[src/hw/tsic_pkg.sv]
// Operation
// - First serial request is receive OR transmit
// - Vectoring never clears serial request flags
// - Second serial port enable/level at bit 4
// - One level bit per source, 1 high
// - High preempts low; nothing preempts high
// - High level wins, then polling order
// - Fixed order ext0 serial2 timer0 ... timer2
// - Per-source enables, global gate blocks all
// - Source enable register bit layout
// - Extra enable register bit layout
// - Level register bit layout
// - Extra level register bit layout
// - Sample at sample phase, poll next cycle
// - Enabled set flag triggers hardware vector call
// - Call blocked by level, cycle, instruction
// - Blocked requests are not remembered
// - Call pushes counter only, loads vector
// - Fixed vector address per source
// - Return from isr clears current level
// - Plain return leaves in-progress set
// - External flag cleared only when edge mode
// - Timer0 and timer1 flags cleared on service
// - Timer2 flag never cleared by hardware
package tsic_pkg;

  // ****************************************************************
  // Register addresses and masks.
  // ****************************************************************
  localparam logic [7:0] EXTRA_ENABLE_ADDR = 8'hA7;
  localparam logic [7:0] SOURCE_ENABLE_ADDR = 8'hA8;
  localparam logic [7:0] EXTRA_LEVEL_ADDR = 8'hB7;
  localparam logic [7:0] LEVEL_SELECT_ADDR = 8'hB8;
  localparam logic [7:0] REG_RESET = 8'h00;
  localparam logic [7:0] SOURCE_ENABLE_MASK = 8'hBF;
  localparam logic [7:0] EXTRA_MASK = 8'h93;
  localparam logic [7:0] LEVEL_SELECT_MASK = 8'h3F;

  // ****************************************************************
  // Field positions.
  // ****************************************************************
  localparam int GLOBAL_GATE_BIT = 7;
  localparam int TIMER2_BIT = 5;
  localparam int SERIAL1_BIT = 4;
  localparam int TIMER1_BIT = 3;
  localparam int EXT1_BIT = 2;
  localparam int TIMER0_BIT = 1;
  localparam int EXT0_BIT = 0;
  localparam int DDC_BIT = 7;
  localparam int SERIAL2_BIT = 4;
  localparam int TWOWIRE_BIT = 1;
  localparam int USB_BIT = 0;

  // ****************************************************************
  // Sources in polling order, index 0 polled first.
  // ****************************************************************
  localparam int NUM_SRC = 10;
  localparam logic [3:0] SRC_EXT0 = 4'h0;
  localparam logic [3:0] SRC_SERIAL2 = 4'h1;
  localparam logic [3:0] SRC_TIMER0 = 4'h2;
  localparam logic [3:0] SRC_TWOWIRE = 4'h3;
  localparam logic [3:0] SRC_EXT1 = 4'h4;
  localparam logic [3:0] SRC_DDC = 4'h5;
  localparam logic [3:0] SRC_TIMER1 = 4'h6;
  localparam logic [3:0] SRC_USB = 4'h7;
  localparam logic [3:0] SRC_SERIAL1 = 4'h8;
  localparam logic [3:0] SRC_TIMER2 = 4'h9;

  // ****************************************************************
  // Vector addresses indexed by polling position.
  // ****************************************************************
  localparam logic [15:0] VECTOR_TABLE [NUM_SRC] = '{
    16'h0003, 16'h004B, 16'h000B, 16'h0043, 16'h0013,
    16'h003B, 16'h001B, 16'h0033, 16'h0023, 16'h002B
  };

  // ****************************************************************
  // Machine cycle: twelve clocks, sampling on the tenth phase slot.
  // ****************************************************************
  localparam logic [3:0] PHASES_PER_CYCLE = 4'hC;
  localparam logic [3:0] SAMPLE_PHASE = 4'h9;

  typedef enum logic [1:0] {
    TSIC_IDLE = 2'b00,
    TSIC_CALL = 2'b01
  } tsic_state_t;

  // Core-side instruction status for the current machine cycle.
  typedef struct packed {
    logic last_cycle;
    logic is_return_isr;
    logic is_plain_return;
    logic touches_int_regs;
  } tsic_core_t;

  // Raw request flags from the peripherals.
  typedef struct packed {
    logic ext0_request_flag;
    logic ext0_edge_select;
    logic ext1_request_flag;
    logic ext1_edge_select;
    logic timer0_overflow_flag;
    logic timer1_overflow_flag;
    logic timer2_overflow_flag;
    logic timer2_capture_flag;
    logic receive_request_flag;
    logic transmit_request_flag;
    logic serial2_request;
    logic twowire_request;
    logic ddc_request;
    logic usb_request;
  } tsic_flags_t;

endpackage

[src/hw/tsic_ctrl.sv]
`timescale 1ns/1ps
module tsic_ctrl (
  input wire logic ref_clk,
  input wire logic resetn,
  input wire logic [7:0] sfr_addr,
  input wire logic sfr_wr,
  input wire logic [7:0] sfr_wdata,
  output logic [7:0] sfr_rdata,
  input wire tsic_pkg::tsic_core_t core,
  input wire tsic_pkg::tsic_flags_t flags,
  output logic hw_vector_call,
  output logic [15:0] vector_addr,
  output logic [3:0] vector_src,
  output logic ext0_flag_clear,
  output logic ext1_flag_clear,
  output logic timer0_flag_clear,
  output logic timer1_flag_clear,
  output logic low_in_progress,
  output logic high_in_progress,
  output logic machine_cycle_start
);

  // ****************************************************************
  // Registers and phase counter.
  // ****************************************************************
  logic [7:0] source_enable_q;
  logic [7:0] extra_enable_q;
  logic [7:0] level_select_q;
  logic [7:0] extra_level_q;
  logic [3:0] phase_q;
  logic [9:0] sample_q;
  logic [9:0] poll_q;
  logic low_q;
  logic high_q;
  tsic_pkg::tsic_state_t state_q;
  tsic_pkg::tsic_state_t state_d;
  logic call_q;
  logic [3:0] src_q;

  wire phase_end = (phase_q == tsic_pkg::PHASES_PER_CYCLE - 4'h1);
  wire sample_now = (phase_q == tsic_pkg::SAMPLE_PHASE);

  always_ff @(posedge ref_clk or negedge resetn) begin
    if (!resetn) begin
      phase_q <= 4'h0;
    end else begin
      phase_q <= phase_end ? 4'h0 : phase_q + 4'h1;
    end
  end

  // ****************************************************************
  // Register access.
  // ****************************************************************
  wire wr_se = sfr_wr && (sfr_addr == tsic_pkg::SOURCE_ENABLE_ADDR);
  wire wr_xe = sfr_wr && (sfr_addr == tsic_pkg::EXTRA_ENABLE_ADDR);
  wire wr_ls = sfr_wr && (sfr_addr == tsic_pkg::LEVEL_SELECT_ADDR);
  wire wr_xl = sfr_wr && (sfr_addr == tsic_pkg::EXTRA_LEVEL_ADDR);

  always_ff @(posedge ref_clk or negedge resetn) begin
    if (!resetn) begin
      source_enable_q <= tsic_pkg::REG_RESET;
      extra_enable_q <= tsic_pkg::REG_RESET;
      level_select_q <= tsic_pkg::REG_RESET;
      extra_level_q <= tsic_pkg::REG_RESET;
    end else begin
      if (wr_se) source_enable_q <= sfr_wdata & tsic_pkg::SOURCE_ENABLE_MASK;
      if (wr_xe) extra_enable_q <= sfr_wdata & tsic_pkg::EXTRA_MASK;
      if (wr_ls) level_select_q <= sfr_wdata & tsic_pkg::LEVEL_SELECT_MASK;
      if (wr_xl) extra_level_q <= sfr_wdata & tsic_pkg::EXTRA_MASK;
    end
  end

  assign sfr_rdata =
    (sfr_addr == tsic_pkg::SOURCE_ENABLE_ADDR) ? source_enable_q :
    (sfr_addr == tsic_pkg::EXTRA_ENABLE_ADDR) ? extra_enable_q :
    (sfr_addr == tsic_pkg::LEVEL_SELECT_ADDR) ? level_select_q :
    (sfr_addr == tsic_pkg::EXTRA_LEVEL_ADDR) ? extra_level_q : 8'h00;

  // ****************************************************************
  // Request vector, enables and levels in polling order.
  // ****************************************************************
  // serial OR
  wire serial1_req = flags.receive_request_flag | flags.transmit_request_flag;
  wire [9:0] raw_req = {
    flags.timer2_overflow_flag | flags.timer2_capture_flag,
    serial1_req, flags.usb_request, flags.timer1_overflow_flag,
    flags.ddc_request, flags.ext1_request_flag, flags.twowire_request,
    flags.timer0_overflow_flag, flags.serial2_request, flags.ext0_request_flag
  };
  wire [9:0] src_en = {
    source_enable_q[tsic_pkg::TIMER2_BIT], source_enable_q[tsic_pkg::SERIAL1_BIT],
    extra_enable_q[tsic_pkg::USB_BIT], source_enable_q[tsic_pkg::TIMER1_BIT],
    extra_enable_q[tsic_pkg::DDC_BIT], source_enable_q[tsic_pkg::EXT1_BIT],
    extra_enable_q[tsic_pkg::TWOWIRE_BIT], source_enable_q[tsic_pkg::TIMER0_BIT],
    extra_enable_q[tsic_pkg::SERIAL2_BIT], source_enable_q[tsic_pkg::EXT0_BIT]
  };
  wire [9:0] src_lvl = {
    level_select_q[tsic_pkg::TIMER2_BIT], level_select_q[tsic_pkg::SERIAL1_BIT],
    extra_level_q[tsic_pkg::USB_BIT], level_select_q[tsic_pkg::TIMER1_BIT],
    extra_level_q[tsic_pkg::DDC_BIT], level_select_q[tsic_pkg::EXT1_BIT],
    extra_level_q[tsic_pkg::TWOWIRE_BIT], level_select_q[tsic_pkg::TIMER0_BIT],
    extra_level_q[tsic_pkg::SERIAL2_BIT], level_select_q[tsic_pkg::EXT0_BIT]
  };

  // sample, poll next cycle
  // The samples move to the poll register at the end of the cycle in which they were taken,
  // so the decision at the end of the following cycle sees the previous cycle's samples.
  always_ff @(posedge ref_clk or negedge resetn) begin
    if (!resetn) begin
      sample_q <= 10'h000;
      poll_q <= 10'h000;
    end else begin
      if (sample_now) sample_q <= raw_req;
      if (phase_end) poll_q <= sample_q;
    end
  end

  function automatic logic [4:0] tsic_first(input logic [9:0] v);
    logic [4:0] r;
    r = 5'h00;
    for (int i = tsic_pkg::NUM_SRC - 1; i >= 0; i--) begin
      if (v[i]) r = {1'b1, 4'(i)};
    end
    return r;
  endfunction

  wire [9:0] pend = poll_q & src_en & {10{source_enable_q[tsic_pkg::GLOBAL_GATE_BIT]}};
  wire [4:0] hi_pick = tsic_first(pend & src_lvl);
  wire [4:0] lo_pick = tsic_first(pend & ~src_lvl);
  wire pick_high = hi_pick[4];
  wire [3:0] pick_src = pick_high ? hi_pick[3:0] : lo_pick[3:0];
  wire pick_any = hi_pick[4] | lo_pick[4];

  wire level_ok = !high_q && (pick_high || !low_q);
  wire instr_ok = core.last_cycle && !core.is_return_isr && !core.touches_int_regs;
  // poll previous cycle's samples at cycle end only
  wire take = phase_end && pick_any && level_ok && instr_ok && (state_q == tsic_pkg::TSIC_IDLE);

  always_comb begin
    case (state_q)
      tsic_pkg::TSIC_IDLE: state_d = take ? tsic_pkg::TSIC_CALL : tsic_pkg::TSIC_IDLE;
      tsic_pkg::TSIC_CALL: state_d = tsic_pkg::TSIC_IDLE;
      default: state_d = tsic_pkg::TSIC_IDLE;
    endcase
  end

  // ****************************************************************
  // Call issue and in-progress tracking.
  // ****************************************************************
  always_ff @(posedge ref_clk or negedge resetn) begin
    if (!resetn) begin
      state_q <= tsic_pkg::TSIC_IDLE;
      call_q <= 1'b0;
      src_q <= 4'h0;
      vector_addr <= 16'h0000;
      low_q <= 1'b0;
      high_q <= 1'b0;
    end else begin
      state_q <= state_d;
      call_q <= take;
      if (take) begin
        src_q <= pick_src;
        vector_addr <= tsic_pkg::VECTOR_TABLE[pick_src];
      end
      if (take && pick_high) begin
        high_q <= 1'b1;
      end else if (core.is_return_isr && core.last_cycle && phase_end) begin
        if (high_q) high_q <= 1'b0;
        else low_q <= 1'b0;
      end
      if (take && !pick_high) low_q <= 1'b1;
    end
  end

  assign hw_vector_call = call_q;
  assign vector_src = src_q;
  assign ext0_flag_clear = call_q && (src_q == tsic_pkg::SRC_EXT0) && flags.ext0_edge_select;
  assign ext1_flag_clear = call_q && (src_q == tsic_pkg::SRC_EXT1) && flags.ext1_edge_select;
  assign timer0_flag_clear = call_q && (src_q == tsic_pkg::SRC_TIMER0);
  assign timer1_flag_clear = call_q && (src_q == tsic_pkg::SRC_TIMER1);
  assign low_in_progress = low_q;
  assign high_in_progress = high_q;
  assign machine_cycle_start = (phase_q == 4'h0);

endmodule

[config.mk]
export PLATFORM = sky130hd
export DESIGN_NAME = tsic_ctrl
export DESIGN_NICKNAME = d
export VERILOG_FILES = /design/src/hw/tsic_pkg.sv /design/src/hw/tsic_ctrl.sv
export SDC_FILE = /design/constraint.sdc
export NUM_CORES = 1
export LEC_CHECK = 0
export ABC_CLOCK_PERIOD_IN_PS = 2400
export BUFFER_PORTS_ARGS = -buffer_cell sky130_fd_sc_hd__buf_2
export CORE_UTILIZATION = 45
export DETAILED_ROUTE_END_ITERATION = 7
export GPL_TIMING_DRIVEN = 0
export PLACE_DENSITY = 0.77
export SKIP_CTS_REPAIR_TIMING = 1
export SLEW_MARGIN = 25
export SYNTH_ARGS = -nofsm -noshare
export SYNTH_HDL_FRONTEND = slang
export SYNTH_SLANG_ARGS = --single-unit
export TNS_END_PERCENT = 1
[constraint.sdc]
create_clock -name ref_clk -period 2.4 [get_ports ref_clk]
set_input_delay 0.48 -clock ref_clk [delete_from_list [all_inputs] [get_ports ref_clk]]
set_output_delay 0.48 -clock ref_clk [all_outputs]
set_load 0.1 [all_outputs]
* After elaboration in Yosys (flattened, before gate mapping) *
Memories as Yosys holds them, arrays and structs flattened. A register that Yosys moved wholly into a read port is not among the register bits.
Cells that the tools add are included.

word-level totals
  word-level logic and storage cells = 102
  input port bits = 37
  output and inout port bits = 36
  latch bits = 0
  bits in read-only memories = 256
  bits in writable memories = 0
  register bits = 54
  memories kept = 1

memory list
  memory            depth  bits a word  rd ports  clocked after Yosys merged registers in  write ports  RTL line          RTL
  (name not given)  16     16           1         1                                        0            tsic_ctrl.sv:163  vector_addr <= tsic_pkg::VECTOR_TABLE[pick_src];

operators by class
  muxes and demuxes = 34
  equal/unequal tests = 11
  add/subtract/negate cells = 1
  shifts and indexed selects = 0
  bitwise logic cells = 9
  divide/modulo/power cells = 0
  reduce and logical (&&, ||, !) cells = 34
  multiply operators = 0
  magnitude comparators = 0

operator list
  kind                 number
  $mux 5               20
  $and 10x10->10       4
  $eq 8x8->1 const B   4
  $mux 8               4
  $logic_and 1x1->1    21
  $not 10->10          1
  $eq 4x3->1 const B   2
  $eq 4x4->1 const B   2
  $logic_not 4->1      2
  $mux 1               8
  $mux 4               2
  $logic_not 1->1      6
  $not 4->5            1
  $add 4x1->4 const B  1
  $eq 4x2->1 const B   1
  $ne 2x1->1 const B   2
  $reduce_bool 2->1    2
  $or 1x1->1           3
  $reduce_and 3->1     1
  $logic_not 2->1      1
  $logic_or 1x1->1     1

* Longest topological paths before layout *
Gate-level depths: netlist of the first run.

  depth after elaboration = 21
  gate-level depth with buffers = 10
  mapped depth without buffers = 8

* Worst setup path before layout of the first run *
No wires, ideal clock.

  kind = register -> output
  start point = register, netlist name state_q[0]
  end point = output ext0_flag_clear
  setup slack = -2,328 ps
  path buffers = 0
  data required time = 1,920 ps
  arrival time = 4,248 ps
  stages on the path, launching flop included = 3
  cell sequence = dfrtp_1 -> nand2_1 -> nor4b_1

RTL lines
  item              RTL line         RTL
  end: declaration  tsic_ctrl.sv:14  output logic ext0_flag_clear,

* Final worst setup path of the first run *
  start point = input sfr_addr[0]
  end point = output sfr_rdata[4]

on the way
  word-level cells in the longest chain between the ends = 5
  elaborated cells between the ends (all ways) = 8
  those cells by class = eq/ne (4); mux (4)

RTL lines
  item                RTL line         RTL
  start: declaration  tsic_ctrl.sv:5   input wire logic [7:0] sfr_addr,
  $eq 8x8->1          tsic_ctrl.sv:77  (sfr_addr == tsic_pkg::EXTRA_LEVEL_ADDR) ? extra_level_q : 8'h00;
  $mux 8              tsic_ctrl.sv:77
  $mux 8              tsic_ctrl.sv:76  (sfr_addr == tsic_pkg::LEVEL_SELECT_ADDR) ? level_select_q :
  $mux 8              tsic_ctrl.sv:75  (sfr_addr == tsic_pkg::EXTRA_ENABLE_ADDR) ? extra_enable_q :
  $mux 8 (*)          tsic_ctrl.sv:74  (sfr_addr == tsic_pkg::SOURCE_ENABLE_ADDR) ? source_enable_q :
  end: declaration    tsic_ctrl.sv:8   output logic [7:0] sfr_rdata,

Mark *: on every way between the ends. The rest lies on a longest branch, timed or not.

==> metrics.cfg, run 1 <==
[pwr]
power.density_nw_per_um2=570
seqPwrFrac_pct=47.9
power.net_switching_uw=578
leakagePower_uw=0.00188
switching_share_pct=26.8
irDropWorstVdd_v=0.000444
finalPower_uw=2160
combPwrFrac_pct=10.2
cell_internal_pwr_uw=1580
p_clk_share_pct=41.9

[global_routing]
grt_pass1_wl_um=10900
grt_max_degree=58
antenna_found_initial=0
grt_use_total_pct=19.8
grt_pass1_vias=2296
grt_overflow_total=0

[detailed_routing]
wl_per_cell_um=15.1
drc=8
viasPerCell=5.34
vias=2287
drtAntennaViolNets=0
drt_wl_total_um=6440
drtIter0Drc=113
drt-pass1-iter-count=6

[timing]
fmax_mhz=427
fin_worst_skew_ps=9.38
min_period_ps=2340
tightest_slew_ps=710
maxSlewViolCount=0
setup_viol=0
max_slew_margin_pct=52.6
hold_viol=0
fin_tns_setup_ps=0
min_period_over_period_pct=97.6

[logic_synthesis]
yosysTopAreaCellShare_pct=47.1
synth_commonest_cells=dfrtp_1, mux2_2, nor2_1, nand2_1, buf_4
syn_area_um2=3030
yosysUniqueCellTypes=54
synthFlopType=dfrtp_1
synth-edff-count=0
ys_warn_count=0
yosysMostFrequentCell=dfrtp_1
yosys-top-cells-area=dfrtp_1, mux2_2, buf_4
synth-seq-cells=57
seq_area_frac_synth_pct=47.1
ys_async_sr_fraction_pct=100
syn_avg_cell_area_um2=11.4
synth_top_cell_by_area=dfrtp_1
synth_cells=266

[cells_and_area]
syn2layout_area_growth_pct=24.7
final_cells=428
drive_above_1_share_pct=46.2
layout.nets=386
n_antenna_cell=0
final_cell_area_um2=3780

[critical_path]
reg2reg_slack_ps=290
reg2reg_to=vector_addr[3]
path_cells=buf_2 > nor4b_2 > nor2b_1 > clkbuf_4 > a22o_1 > nand2_1 > o31ai_4 > buf_6
critPathTopFamily=simple AND/OR/NAND/NOR gates
max_stage_delay_ps=320
endpoint_kind=output pin
cp_slowest_cell=nor4b_2
cp_max_fo=8
start_kind=primary input
r2r_cells=9
rr_startpoint=source_enable_q[7]
path_buf_inv=3
path_class=in2out
crit_required_ps=1920
worstPathArrival_ps=1860

[floorplanning]
dieArea_um2=7070
die_y_um=84.1
rows=29
core_um2=6420
dieWidth_um=84.1
start_util_pct=47.2
io_pins=73

[clocking]
cts_tree=done
clkTransAtPathRegs_ps=60
cts_sinks=57
clock-root-buffer=clkbuf_8
cts_max_level=3
cts_made_buffers=9
cts_buffer_depth=2
insertion_delay_ps=340

[min_path]
hold_class=in2async

[place]
gp_congestion=0.883
port_buffers=59
post-dp-hpwl_um=4770
dpl-instance-area_um2=3530
dp_cells=412

[status]
violations=DRC
status=finished, violations left

[job]
max_cap_violations=0

## sequential cells by signal (all words and copies together), names as in the netlist
name,cells
source_enable_q,7
extra_enable_q,4
state_q,1
vector_src,4
poll_q,10
vector_addr,5
extra_level_q,4
phase_q,4
level_select_q,6
high_in_progress,1
low_in_progress,1
sample_q,10
## area by class of cell
type                            instances  area, um2
Clock buffer                           10        138
Fill cell                             556       2640
Tap cell                               77       96.3
Sequential cell                        57       1430
Inverter                                9       36.3
Timing Repair Buffer                   59        328
Multi-Input combinational cell        190       1540
Clock inverter                          6       66.3
Buffer                                 20        151
## kinds of logic after synthesis
| family | Yosys count | synth area share (%) |
|---|---|---|
| multiplexers | 47 | 17.8 |
| buffers and inverters | 29 | 6.03 |
| XOR/XNOR | 1 | 0.289 |
| AO/OA/AOI/OAI | 36 | 8.92 |
| flip-flops | 57 | 47.1 |
| other | 1 | 0.124 |
| AND/OR/NAND/NOR | 92 | 18.5 |
| adder cells (fa/ha/maj) | 3 | 1.24 |
## through the flow
| step | hold slack [ps] | setup slack [ps] | util, % |
|---|---|---|---|
| 6_report | 194 | 56.7 | 58.8 |
| 5_1_grt | 260 | -14.4 | 58.8 |
| 4_1_cts | 216 | -337 | 58.1 |
| 3_5_place_dp | 476 | -332 | 54.9 |
| 3_3_place_gp | 459 | -313 | 54.9 |
| 2_1_floorplan | 184 | -396 | - |
## cells in the final DEF (no fill, tap or decap), drive strengths merged, types with 3 or more instances in the layout
master    Yosys  layout
o21ai        12      12
nand4        14      14
dfrtp        57      57
nand4b        9       9
nand2        15      15
inv           9      10
buf          17      75
conb          1      11
nand3         9       9
a21oi         4       4
clkbuf        3      14
a31oi         3       3
clkinvlp      0       3
mux2         44      44
mux2i         3       3
a22o          3       3
nand2b        5       5
ha            3       3
nor2         22      22
## worst reg2reg max path: stages, from the launching register on
cell and delay [ps]:
dfrtp_1 370, buf_6 140, buf_2 180, nand4b_1 160, o311ai_1 120, a31oi_1 210
o21ai_1 80, a32o_2 310, xor2_1 170, mux2_4 260
## how the worst max path moves through the flow
| stage | start | endpoint | slack [ps] | cells past startpoint |
|---|---|---|---|---|
| global placement | sfr_addr[0] | sfr_rdata[1] | -310 | 7 |
| floorplan | sfr_addr[4] | sfr_rdata[3] | -400 | 3 |
| finish | sfr_addr[0] | sfr_rdata[4] | 60 | 8 |
| CTS | sfr_addr[0] | sfr_rdata[1] | -340 | 7 |
| detailed placement | sfr_addr[0] | sfr_rdata[1] | -330 | 7 |
| global route | sfr_addr[0] | sfr_rdata[4] | -10 | 8 |
## per-layer routing
metal	routed length [um]	part of all wire, %	vias to the layer above	GRT usage [%]
met1	2910	45	1103	25.5
met2	3170	49	54	32.6
li1	-	-	1121	-
met4	85	1.3	0	6.74
met5	0	0	-	0
met3	281	4.4	9	5.04
## power groups by stage
stage	logic [uW]	registers, uW	clock network [uW]
6_report	220	1030	904
2_1_floorplan	152	1040	0
3_5_place_dp	219	1050	0
5_1_grt	236	1040	953
4_1_cts	219	1030	921
3_3_place_gp	214	1050	0
Power figures use the tool's default switching activity.
==> inputs of run 2 (changes only) <==
RECOVER_POWER = 25   (was default)
==> metrics.cfg, run 2 (synthesis results as in run 1) <==
[global_routing]
grt_use_total_pct=19.8  ; unchanged
grt_overflow_total=0  ; unchanged
grt_max_degree=58  ; unchanged
grt_pass1_wl_um=10900  ; unchanged
antenna_found_initial=0  ; unchanged
grt_pass1_vias=2296  ; unchanged

[cells_and_area]
reg_top3=poll_q (10), sample_q (10), source_enable_q (7)  ; unchanged
n_antenna_cell=0  ; unchanged
multi_input_area_um2=1540  ; unchanged
postLayoutCoreUtil_pct=58.8  ; about the same
final_cell_area_um2=3780  ; about the same
seq_area_um2=1430  ; unchanged
final_cells=428  ; unchanged
drive_above_1_share_pct=46.2  ; unchanged
fillers=557  ; was 556
layout_common_cells=buf_2, dfrtp_1, mux2_2, nor2_1, nand2_1  ; unchanged
layout.nets=386  ; unchanged
syn2layout_area_growth_pct=24.6  ; was 24.7%

[timing]
min_period_ps=2340  ; unchanged
fmax_mhz=427  ; unchanged
tightest_slew_ps=1390  ; was 710 ps
max_slew_margin_pct=7.05  ; was 52.6%
setup_ws_ps=56.7  ; unchanged
fin_worst_skew_ps=9.38  ; unchanged
min_period_over_period_pct=97.6  ; unchanged
hold_viol=0  ; unchanged
maxSlewViolCount=0  ; unchanged
setup_viol=0  ; unchanged

[critical_path]
path_cells=buf_2 > nor4b_2 > nor2b_1 > clkbuf_4 > a22o_1 > nand2_1 > o31ai_4 > buf_6  ; unchanged
worstSetupPathDepth=8  ; unchanged
endpoint_kind=output pin  ; unchanged
max_stage_delay_ps=320  ; about the same
path_buf_inv=3  ; unchanged
r2r_cells=9  ; unchanged
cp_slowest_cell=nor4b_2  ; unchanged
cp_max_fo=8  ; unchanged
worstPathArrival_ps=1860  ; about the same
critPathTopFamily=simple AND/OR/NAND/NOR gates  ; unchanged
start_kind=primary input  ; unchanged
path_class=in2out  ; unchanged
crit_required_ps=1920  ; about the same

[detailed_routing]
drtIter0Drc=113  ; unchanged
viasPerCell=5.34  ; unchanged
wl_per_cell_um=15.1  ; about the same
vias=2287  ; unchanged
drtAntennaViolNets=0  ; unchanged
drc=8  ; unchanged
drt_wl_total_um=6440  ; about the same
drt-pass1-iter-count=6  ; unchanged

[place]
port_buffers=59  ; unchanged
dpl_worst_slack_ps=-332  ; unchanged
dpl-instance-area_um2=3530  ; unchanged
post-dp-hpwl_um=4770  ; unchanged
dp_cells=412  ; unchanged
gp_congestion=0.883  ; unchanged

[clocking]
clkTransAtPathRegs_ps=70  ; was 60 ps
cts_max_level=3  ; unchanged
cts_made_buffers=9  ; unchanged
clock-root-buffer=clkbuf_8  ; unchanged
cts_sinks=57  ; unchanged
cts_tree=done  ; unchanged
insertion_delay_ps=340  ; about the same
cts_buffer_depth=2  ; unchanged

[job]
max_cap_violations=0  ; unchanged

[status]
status=finished, violations left  ; unchanged
violations=DRC  ; unchanged

[min_path]
holdPathStages=2
hold_class=in2reg  ; was in2async

[pwr]
irDropWorstVdd_v=0.000443  ; was 0.000444 V
seqPwrFrac_pct=47.9  ; about the same
power.density_nw_per_um2=571  ; was 570 nW/um2
cell_internal_pwr_uw=1580  ; about the same
leakagePower_uw=0.00188  ; about the same
p_clk_share_pct=41.9  ; about the same
combPwrFrac_pct=10.2  ; about the same
power.net_switching_uw=578  ; about the same
switching_share_pct=26.8  ; about the same

[floorplanning]
start_util_pct=47.2  ; unchanged
dieWidth_um=84.1  ; unchanged
rows=29  ; unchanged
dieArea_um2=7070  ; unchanged
core_um2=6420  ; unchanged
die_y_um=84.1  ; unchanged
io_pins=73  ; unchanged

## run 2: through the flow
step / setup TNS [ps] / power, uW / hold WS (ps)
2_1_floorplan: -2640 / 1190 / 184
3_3_place_gp: -1160 / 1260 / 459
3_5_place_dp: -1190 / 1270 / 476
4_1_cts: -1240 / 2170 / 216
5_1_grt: -30.6 / 2220 / 361
6_report: 0 / 2160 / 369
## run 2: cell type report
type	count	area share, %
plain buffers	20	4.01
clock buffers	10	3.64
clock inverters	6	1.76
inverters	9	0.961
multi-input cells	190	40.7
flip-flops and latches	57	37.8
well taps	77	2.55
repair buffers	59	8.61
## run 2: final timing paths
kind                                     from             end  slack [ps]
min in group asynchronous              resetn      phase_q[1]         460
max in group asynchronous              resetn      state_q[0]        1000
hold reg to reg                   sample_q[8]     sample_q[8]         490
hold / removal                       flags[0]     sample_q[7]         370
setup reg to reg           source_enable_q[7]  vector_addr[3]         290
setup / recovery                  sfr_addr[0]    sfr_rdata[4]          60
## run 2: metal layers
layer / vias up / GRT usage, % / share of wire [%]
li1: 1121 / - / -
met2: 54 / 32.6 / 49
met1: 1103 / 25.5 / 45
met3: 9 / 5.04 / 4.4
met4: 0 / 6.74 / 1.3
met5: - / 0 / 0
## run 2: power by group through the flow
stage | clock [uW] | combinational [uW] | sequential [uW]
after CTS | 921 | 219 | 1030
after global routing | 953 | 236 | 1040
final | 904 | 219 | 1030
after floorplan | 0 | 152 | 1040
after global placement | 0 | 214 | 1050
after detailed placement | 0 | 219 | 1050
